[config.mk]
export PLATFORM = sky130hd
export DESIGN_NAME = dpram_port_host
export DESIGN_NICKNAME = d
export VERILOG_FILES = /design/src/inc/dpram_host_pkg.sv /design/src/rtl/pin_sync.sv /design/src/rtl/dpram_port_host.sv
export VERILOG_INCLUDE_DIRS = /design/src /design/src/inc
export SDC_FILE = /design/constraint.sdc
export NUM_CORES = 1
export LEC_CHECK = 0
export BUFFER_PORTS_ARGS = -buffer_cell sky130_fd_sc_hd__clkbuf_2
export CAP_MARGIN = 20
export CELL_PAD_IN_SITES_DETAIL_PLACEMENT = 1
export CELL_PAD_IN_SITES_GLOBAL_PLACEMENT = 1
export CORE_ASPECT_RATIO = 0.7
export CORE_UTILIZATION = 41
export DETAILED_ROUTE_END_ITERATION = 12
export GPL_ROUTABILITY_DRIVEN = 0
export GPL_TIMING_DRIVEN = 0
export PLACE_DENSITY = 0.78
export SLEW_MARGIN = 40
export SYNTH_ARGS = -nofsm -noshare
export SYNTH_HDL_FRONTEND = slang
export SYNTH_SLANG_ARGS = --single-unit
[constraint.sdc]
create_clock -name clock -period 2.1 [get_ports clock]
set_input_delay 0.315 -clock clock [delete_from_list [all_inputs] [get_ports clock]]
set_output_delay 0.315 -clock clock [all_outputs]
set_load 0.01 [all_outputs]
[src/inc/dpram_host_params.svh]
// Constants for the dual-port memory port controller: timing counts and register map.
`ifndef DPRAM_HOST_PARAMS_SVH
`define DPRAM_HOST_PARAMS_SVH
`define CLK_PERIOD_NS      50
`define ARB_TIME_NS        45
`define ARB_CYCLES         ((`ARB_TIME_NS + `CLK_PERIOD_NS - 1) / `CLK_PERIOD_NS)
`define WRITE_HOLD_NS      30
`define WRITE_HOLD_CYCLES  ((`WRITE_HOLD_NS + `CLK_PERIOD_NS - 1) / `CLK_PERIOD_NS)
`define READ_VALID_NS      40
`define READ_VALID_CYCLES  ((`READ_VALID_NS + `CLK_PERIOD_NS - 1) / `CLK_PERIOD_NS)
`define REG_ADDR_OFS       4'h0
`define REG_WDATA_OFS      4'h1
`define REG_CMD_OFS        4'h2
`define REG_STATUS_OFS     4'h3
`define REG_RDATA_OFS      4'h4
`define REG_EVENTS_OFS     4'h5
`define CMD_GO_BIT         0
`define CMD_WRITE_BIT      1
`define CMD_LB_BIT         2
`define CMD_UB_BIT         3
`endif

[src/inc/dpram_host_pkg.sv]
// Types shared by the memory port controller.
package dpram_host_pkg;
	typedef enum logic [2:0] {
		ST_IDLE  = 3'b000,
		ST_SETUP = 3'b001,
		ST_WAIT  = 3'b010,
		ST_WRITE = 3'b011,
		ST_READ  = 3'b100,
		ST_DONE  = 3'b101
	} port_state_t;
endpackage : dpram_host_pkg

[src/rtl/pin_sync.sv]
// Two-flop synchroniser for asynchronous pin inputs.
`timescale 1ns/1ns
module pin_sync #(
	parameter int WIDTH = 1
) (
	input  wire logic             clock,  // System clock
	input  wire logic             resetn, // Asynchronous reset
	input  wire logic [WIDTH-1:0] async_in, // Raw pin level
	output logic      [WIDTH-1:0] sync_out  // Synchronised level
);
	typedef struct packed {
		logic [WIDTH-1:0] s1;
		logic [WIDTH-1:0] s2;
	} sync_state_t;
	sync_state_t st_r;
	sync_state_t st_nxt;
	if (WIDTH < 1) begin : g_bad_width
		$error("pin_sync: WIDTH must be at least 1.");
	end
	always_comb begin
		st_nxt    = st_r;
		st_nxt.s1 = async_in;
		st_nxt.s2 = st_r.s1;
	end
	always_ff @(posedge clock or negedge resetn) begin
		if (!resetn) begin
			st_r <= '0;
		end else begin
			st_r <= st_nxt;
		end
	end
	assign sync_out = st_r.s2;
endmodule : pin_sync

[src/rtl/dpram_port_host.sv]
// Controller that drives one port of the dual-port memory from a register interface.
//
// Functional notes
// RULE1: Deasserted select puts the port in standby with data pins floating.
// RULE2: Any location can be read or written while select is low.
// RULE3: Arbiter lets one access proceed and flags the other port.
// RULE4: A write from a flagged port is blocked inside the memory.
// RULE5: Write-inhibit input variant: high permits, low blocks writes.
// RULE6: Arbitrating variant flag is open drain and needs a pull-up.
// RULE7: One arbitrating part feeds inhibit inputs of all others.
// RULE8: Controller delays write strobe by maximum arbitration time.
// RULE9: Controller holds write strobe a hold time after flag returns high.
// RULE10: Both strobes low writes both bytes regardless of output enable.
// RULE11: One strobe low writes that byte; other lane reads if enabled.
// RULE12: Both strobes high read with output enable low, else float.
// RULE13: Read data invalid while flag low and until delay after release.
// RULE14: Contention only on both selects low and matching addresses.
// RULE15: Violated setup still flags exactly one port, never both.
// RULE16: Writes ignored while own flag is driven low.
// RULE17: Flags may be ORed into an illegal-access interrupt.
// RULE18: A write happens only while select and strobe are both low.
// RULE19: Controller holds strobe or select high during address changes.
// RULE20: Address comparison covers all eleven address bits.
`timescale 1ns/1ns
`include "dpram_host_params.svh"
module dpram_port_host
	import dpram_host_pkg::*;
#(
	parameter int ADDR_W = 11,
	parameter int DATA_W = 16
) (
	input  wire logic              clock,               // 20 MHz system clock
	input  wire logic              resetn,              // Asynchronous reset, active low
	input  wire logic [3:0]        reg_addr,            // Register address
	input  wire logic [31:0]       reg_wdata,           // Register write data
	input  wire logic              reg_write,           // Register write strobe
	input  wire logic              reg_read,            // Register read strobe
	output logic      [31:0]       reg_rdata,           // Read data, cycle after strobe
	output logic                   port_select_n,       // Memory port select
	output logic                   output_enable_n,     // Memory output enable
	output logic                   lower_byte_write_n,  // Lower byte write strobe
	output logic                   upper_byte_write_n,  // Upper byte write strobe
	output logic      [ADDR_W-1:0] port_address,        // Memory port address
	output logic      [DATA_W-1:0] data_out,            // Data toward memory
	output logic      [DATA_W-1:0] data_oe_n,           // Data drive enable, low drives
	input  wire logic [DATA_W-1:0] data_in,             // Data pin level
	input  wire logic              contention_flag_n,   // Contention flag from arbiter
	output logic                   contention_seen      // Sticky contention event level
);
	localparam int ARB_CYC  = `ARB_CYCLES;
	localparam int HOLD_CYC = `WRITE_HOLD_CYCLES;
	localparam int RDV_CYC  = `READ_VALID_CYCLES;
	localparam int CNT_W    = 4;
	// The lane enables are built from two 8-bit halves, so only these sizes are served.
	if (ADDR_W != 11 || DATA_W != 16) begin : g_bad_size
		$error("dpram_port_host: only 11 address and 16 data bits are served.");
	end
	if (ARB_CYC + 1 >= 16 || HOLD_CYC >= 16 || RDV_CYC + 2 >= 16) begin : g_bad_timing
		$error("dpram_port_host: timing counts exceed counter width.");
	end

	typedef struct packed {
		port_state_t       state;
		logic [CNT_W-1:0]  cnt;
		logic [ADDR_W-1:0] addr;
		logic [DATA_W-1:0] wdata;
		logic [DATA_W-1:0] rdata;
		logic              is_write;
		logic              lb;
		logic              ub;
		logic              busy;
		logic              done;
		logic              contention;
		logic [31:0]       rd;
		logic              sel_n;
		logic              oe_n;
		logic              lbw_n;
		logic              ubw_n;
		logic [DATA_W-1:0] doe_n;
	} host_state_t;

	host_state_t st_r;
	host_state_t st_nxt;
	logic        flag_s;
	logic        flag_hit_s;
	logic [DATA_W-1:0] din_s;

	// ------------------------------------------------------------
	// Pin synchronisers
	// ------------------------------------------------------------
	pin_sync #(.WIDTH(DATA_W + 1)) u_sync (
		.clock    (clock),
		.resetn   (resetn),
		.async_in ({~contention_flag_n, data_in}), // RULE7
		.sync_out ({flag_hit_s, din_s})
	);
	// The flag travels inverted so the synchroniser's reset value reads as no contention.
	assign flag_s = ~flag_hit_s;

	function automatic logic [CNT_W-1:0] cyc(input int n);
		cyc = CNT_W'(n);
	endfunction : cyc

	// ------------------------------------------------------------
	// Access sequencer
	// ------------------------------------------------------------
	always_comb begin
		st_nxt    = st_r;
		st_nxt.rd = 32'h00000000;
		if (reg_read) begin
			case (reg_addr)
				`REG_ADDR_OFS:   st_nxt.rd = 32'(st_r.addr);
				`REG_WDATA_OFS:  st_nxt.rd = 32'(st_r.wdata);
				`REG_STATUS_OFS: st_nxt.rd = {29'h0, st_r.contention, st_r.done, st_r.busy};
				`REG_RDATA_OFS:  st_nxt.rd = 32'(st_r.rdata);
				`REG_EVENTS_OFS: st_nxt.rd = {31'h0, flag_s};
				default:         st_nxt.rd = 32'h00000000;
			endcase
		end
		if (reg_write) begin
			case (reg_addr)
				`REG_ADDR_OFS:  if (!st_r.busy) st_nxt.addr = reg_wdata[ADDR_W-1:0];
				`REG_WDATA_OFS: if (!st_r.busy) st_nxt.wdata = reg_wdata[DATA_W-1:0];
				`REG_CMD_OFS: begin
					if (reg_wdata[`CMD_GO_BIT] && !st_r.busy) begin
						st_nxt.is_write = reg_wdata[`CMD_WRITE_BIT];
						st_nxt.lb       = reg_wdata[`CMD_LB_BIT];
						st_nxt.ub       = reg_wdata[`CMD_UB_BIT];
						st_nxt.busy     = 1'b1;
						st_nxt.done     = 1'b0;
						st_nxt.state    = ST_SETUP;
					end
				end
				`REG_STATUS_OFS: begin
					if (reg_wdata[1]) st_nxt.done = 1'b0;
					if (reg_wdata[2]) st_nxt.contention = 1'b0;
				end
				default: ;
			endcase
		end
		// Contention sets after the clear so an event in the same cycle is kept.
		if (!flag_s && !st_r.sel_n) st_nxt.contention = 1'b1; // RULE17
		case (st_r.state)
			ST_IDLE: begin
				st_nxt.sel_n = 1'b1; // RULE1
				st_nxt.oe_n  = 1'b1;
				st_nxt.lbw_n = 1'b1;
				st_nxt.ubw_n = 1'b1;
				st_nxt.doe_n = '1;
			end
			ST_SETUP: begin
				// Address is already stable; strobes stay high across its change.
				st_nxt.sel_n = 1'b0; // RULE19
				st_nxt.oe_n  = st_r.is_write;
				// The flag reaches this logic two flops late, so one extra cycle covers it.
				st_nxt.cnt   = cyc(ARB_CYC + 1);
				st_nxt.state = ST_WAIT;
			end
			ST_WAIT: begin
				// Waiting out arbitration keeps a contended write from ever starting.
				if (st_r.cnt != '0) begin
					st_nxt.cnt = st_r.cnt - 1'b1; // RULE8
				end else if (flag_s) begin
					if (st_r.is_write) begin
						st_nxt.lbw_n = ~st_r.lb; // RULE10 RULE11
						st_nxt.ubw_n = ~st_r.ub; // RULE18
						st_nxt.doe_n = {{8{~st_r.ub}}, {8{~st_r.lb}}};
						st_nxt.cnt   = cyc(HOLD_CYC);
						st_nxt.state = ST_WRITE;
					end else begin
						st_nxt.cnt   = cyc(RDV_CYC + 2);
						st_nxt.state = ST_READ;
					end
				end
			end
			ST_WRITE: begin
				// A flag mid-write restarts the hold so the write ends after release.
				if (!flag_s) st_nxt.cnt = cyc(HOLD_CYC); // RULE9
				else if (st_r.cnt != '0) st_nxt.cnt = st_r.cnt - 1'b1;
				else begin
					st_nxt.lbw_n = 1'b1;
					st_nxt.ubw_n = 1'b1;
					st_nxt.state = ST_DONE;
				end
			end
			ST_READ: begin
				// Data are trusted only after the flag stays high for the valid delay.
				if (!flag_s) st_nxt.cnt = cyc(RDV_CYC + 2); // RULE13
				else if (st_r.cnt != '0) st_nxt.cnt = st_r.cnt - 1'b1;
				else begin
					st_nxt.rdata = din_s; // RULE12
					st_nxt.state = ST_DONE;
				end
			end
			ST_DONE: begin
				st_nxt.sel_n = 1'b1;
				st_nxt.oe_n  = 1'b1;
				st_nxt.doe_n = '1;
				st_nxt.busy  = 1'b0;
				st_nxt.done  = 1'b1;
				st_nxt.state = ST_IDLE;
			end
			default: st_nxt.state = ST_IDLE;
		endcase
	end

	always_ff @(posedge clock or negedge resetn) begin
		if (!resetn) begin
			st_r       <= '0;
			st_r.state <= ST_IDLE;
			st_r.sel_n <= 1'b1;
			st_r.oe_n  <= 1'b1;
			st_r.lbw_n <= 1'b1;
			st_r.ubw_n <= 1'b1;
			st_r.doe_n <= '1;
		end else begin
			st_r <= st_nxt;
		end
	end

	assign reg_rdata          = st_r.rd;
	assign port_select_n      = st_r.sel_n;
	assign output_enable_n    = st_r.oe_n;
	assign lower_byte_write_n = st_r.lbw_n;
	assign upper_byte_write_n = st_r.ubw_n;
	assign port_address       = st_r.addr;
	assign data_out           = st_r.wdata;
	assign data_oe_n          = st_r.doe_n;
	assign contention_seen    = st_r.contention;
endmodule : dpram_port_host

==> metrics <==
TritonCTS Buffers=9; worst vdd ir=between 0.0004 and 0.0005 V; Die Span Y=between 90 and 100 um; Int Pwr=about 0.0045 W; fin util=52.1%; Total Routing Usage GR=approximately a fifth; fmax=0.494 GHz; Slowest-stage cell, CP=or3b_4; Nets=578; first-pass GRT wire length=18.6 mm; largest net degree at the start of global routing=73; Netlist cell types=55; Required @ worst endpoint=2320 ps; Reg power frac=44.8%; Sw Pwr=0.00214 W; WP buf/inv=2; CP arrival=approximately 2300 ps; combinational power share=31.2%; crit path time final=2020 ps; final setup vio count=0; final hold slack=70.0 ps; internal reg-to-reg setup slack=80 ps; initial core utilization=42.3%; Detailed Route WL=between 10 and 15 mm; Worst path depth=7; Die ar.=12500 um2; # DRC=0; Avg WL per Cell=17.0 um; Lkg Pwr=3.06 nW; family with the most delay on the worst path=simple AND/OR/NAND/NOR gates; max_slew headroom=45.4%; critical path, cell by cell=inv_1 -> ha_2 -> or3b_4 -> nor2_4 -> nand2_4 -> buf_12 -> mux2_4; routed vias=3375; top_reg_cell synth=dfrtp_1; Post-synth EDFFs=0; Worst setup SP type=register; Final Max Slew Viols=0; Final Power=0.00663 W; register area share after synthesis=56.7%; num ports=~140; commonest non-fill, non-tap cell in the layout=dfrtp_1; min-delay worst type=input pin to register; synthesis-stage register bit count=between 100 and 150; Async S/R FF share, synth=100%; DP Area=5770 um2; Fin. Hold Viols=0; Clock H-tree levels=3; commonest cells after routing, fill and taps aside=dfrtp_1 (106), clkbuf_2 (103), buf_4 (78); clk slew on worst S/H paths=80 ps; CP startpoint=st_r[101]; Reg2Reg Depth=7; TritonRoute pass-1 iters=4; Site Rows=33; number of global-route vias before repair=3506; Synth Cell Area=4960 um2; HPWL Detailed=around 8.6 mm; Max-cap violations=0; Worst-Skew Late Latency=350 ps; register area=2810 um2; final worst-path cycle share=a little over nine tenths; class of the most critical setup path=register to register; CP Capture Point=st_r[71]; RSZ-0062 raised after global routing=no; Detail Route Antenna Nets=0; Antenna Cells=0; area growth from synthesis to layout=23.2%; PortBufs=104; Syn Inst Count=384; CP Capture Type=register; run status=completed; Worst Tran Pin Value=817 ps; critical path fanouts, max=10; R2R Path End=st_r[71]; Placeable Area=about 12000 um2; number of DRC markers in iteration 0=about 140; PwrDens=1090 nW/um2; initial antenna violation count=0; Syn Area/Cell=12.9 um2; sw frac=32.3%; CTS root buf=clkbuf_16; maximum clock insertion buffer count=2; CP max stage delay=~440 ps; die width=roughly 130 um; synth warn=0; ratio of cells with drive above 1 in the final layout=48.3%; Setup Skew=9.35 ps; design area=6110 um2; worst r2r src=st_r[101]; CTS tree=built; Filler cells=1260; Clock Sinks=112; Clk network pwr share=24.0%; area of the multi-input gates=1540 um2; Via density=4.96; total gr overflow=0
[Yosys cell counts, types with 2 or more instances]
cell      instances  share of area (%)
nand2_1           6               0.45
nand3_1           2               0.20
a22o_1            2               0.35
dfstp_2           6                3.2
a211o_1           3               0.53
nor3_1            8               0.81
o22a_1            2               0.35
clkbuf_1          6               0.45
mux2_1           20                4.5
o211ai_1          2               0.30
nand2b_1          3               0.38
nor3b_2           2               0.50
a211oi_1          3               0.45
buf_4            75                 11
nand4_1           2               0.25
and2_1            2               0.25
nor2_1           18                1.4
mux2_4           10                3.0
nand3b_1          2               0.30
dfrtp_1         106                 54
inv_1             8               0.61
buf_6             3               0.68
nor4_1            2               0.25
a22oi_1          10                1.5
nor3b_1           4               0.61
a21oi_1           8               0.81
a31oi_1           5               0.63
a21boi_1          2               0.30
nor2_4            2               0.45
o21ai_0           5               0.50
a222oi_1          9                1.8
mux2_2           16                3.6
nor2b_1           4               0.50
buf_2             5               0.50
[worst reg2reg max path, stage by stage (launching register included)]
cell,delay (ps)
dfrtp_1,410
inv_1,90
ha_2,220
or3b_4,440
nor2_4,150
nand2_4,100
buf_12,180
mux2_4,320
[worst min path at each step]
stage,start,end,depth (start not counted)
2_1_floorplan,resetn,contention_seen,0
3_3_place_gp,u_sync.st_nxt[1],u_sync.sync_out[1],0
3_5_place_dp,resetn,data_out[12],1
4_1_cts,data_in[7],u_sync.st_nxt[7],1
5_1_grt,data_in[7],u_sync.st_nxt[7],1
6_report,data_in[4],u_sync.st_nxt[4],1
[logic make-up (layout without fill, tap and decap cells)]
kind of cell / Yosys count / count (layout) / synth area share (%)
AOI/OAI and AO/OA: 56 / 56 / 8.43
DFF: 112 / 112 / 56.7
xor gates and xnor gates: 1 / 1 / 0.177
buffers and inverters: 97 / 222 / 13.6
adders and majority gates: 1 / 1 / 0.252
and+or+nand+nor: 70 / 70 / 9.57
muxes: 46 / 46 / 11.2
other: 1 / 16 / 0.0756
[power groups by stage]
| stage | Combinational (W) | Clock (W) | Sequential (W) |
|---|---|---|---|
| global placement | 0.00192 | 0 | 0.00297 |
| CTS | 0.00204 | 0.00164 | 0.00297 |
| finish | 0.00207 | 0.00159 | 0.00297 |
| global route | 0.00226 | 0.00172 | 0.00303 |
| detailed placement | 0.00201 | 0 | 0.00300 |
| floorplan | 0.00144 | 0 | 0.00289 |
[repair_timing]
action,in CTS,in global routing
endpoints found under the hold margin,36,0
hold buffers,1,0
resized for setup,3,1
buffers inserted,2,2
endpoints found under the setup margin,10,5
[per-layer routing]
layer	global-route usage, %	routed length [um]
met5	0	0
met4	6.53	233
met3	4.37	564
met2	32.4	5580
met1	26.3	5180
[state kept, by name, indices dropped and copies added, names as in the netlist]
register            count
contention_seen         1
u_sync.st_nxt          17
st_r                   28
lower_byte_write_n      1
upper_byte_write_n      1
reg_rdata              16
output_enable_n         1
port_address           11
u_sync.sync_out        17
data_oe_n               2
data_out               16
port_select_n           1
[layout make-up]
cell class | count | area share, %
multi-input cells | 190 | 25.2
well taps | 157 | 3.22
repair buffers | 110 | 9.98
clock inverters | 5 | 0.697
clock buffers | 10 | 3.75
plain buffers | 89 | 10.7
flip-flops and latches | 112 | 46.0
inverters | 8 | 0.492
[metrics by stage]
step                TNS, ps  setup slack, ps  std cells
finish                    0             75.9        681
global route              0             13.9        681
CTS                       0             56.7        679
detailed placement    -79.8            -20.9        661
global placement     -89710             -848        660
floorplan                 0              219        399
Power figures use the tool's default switching activity.
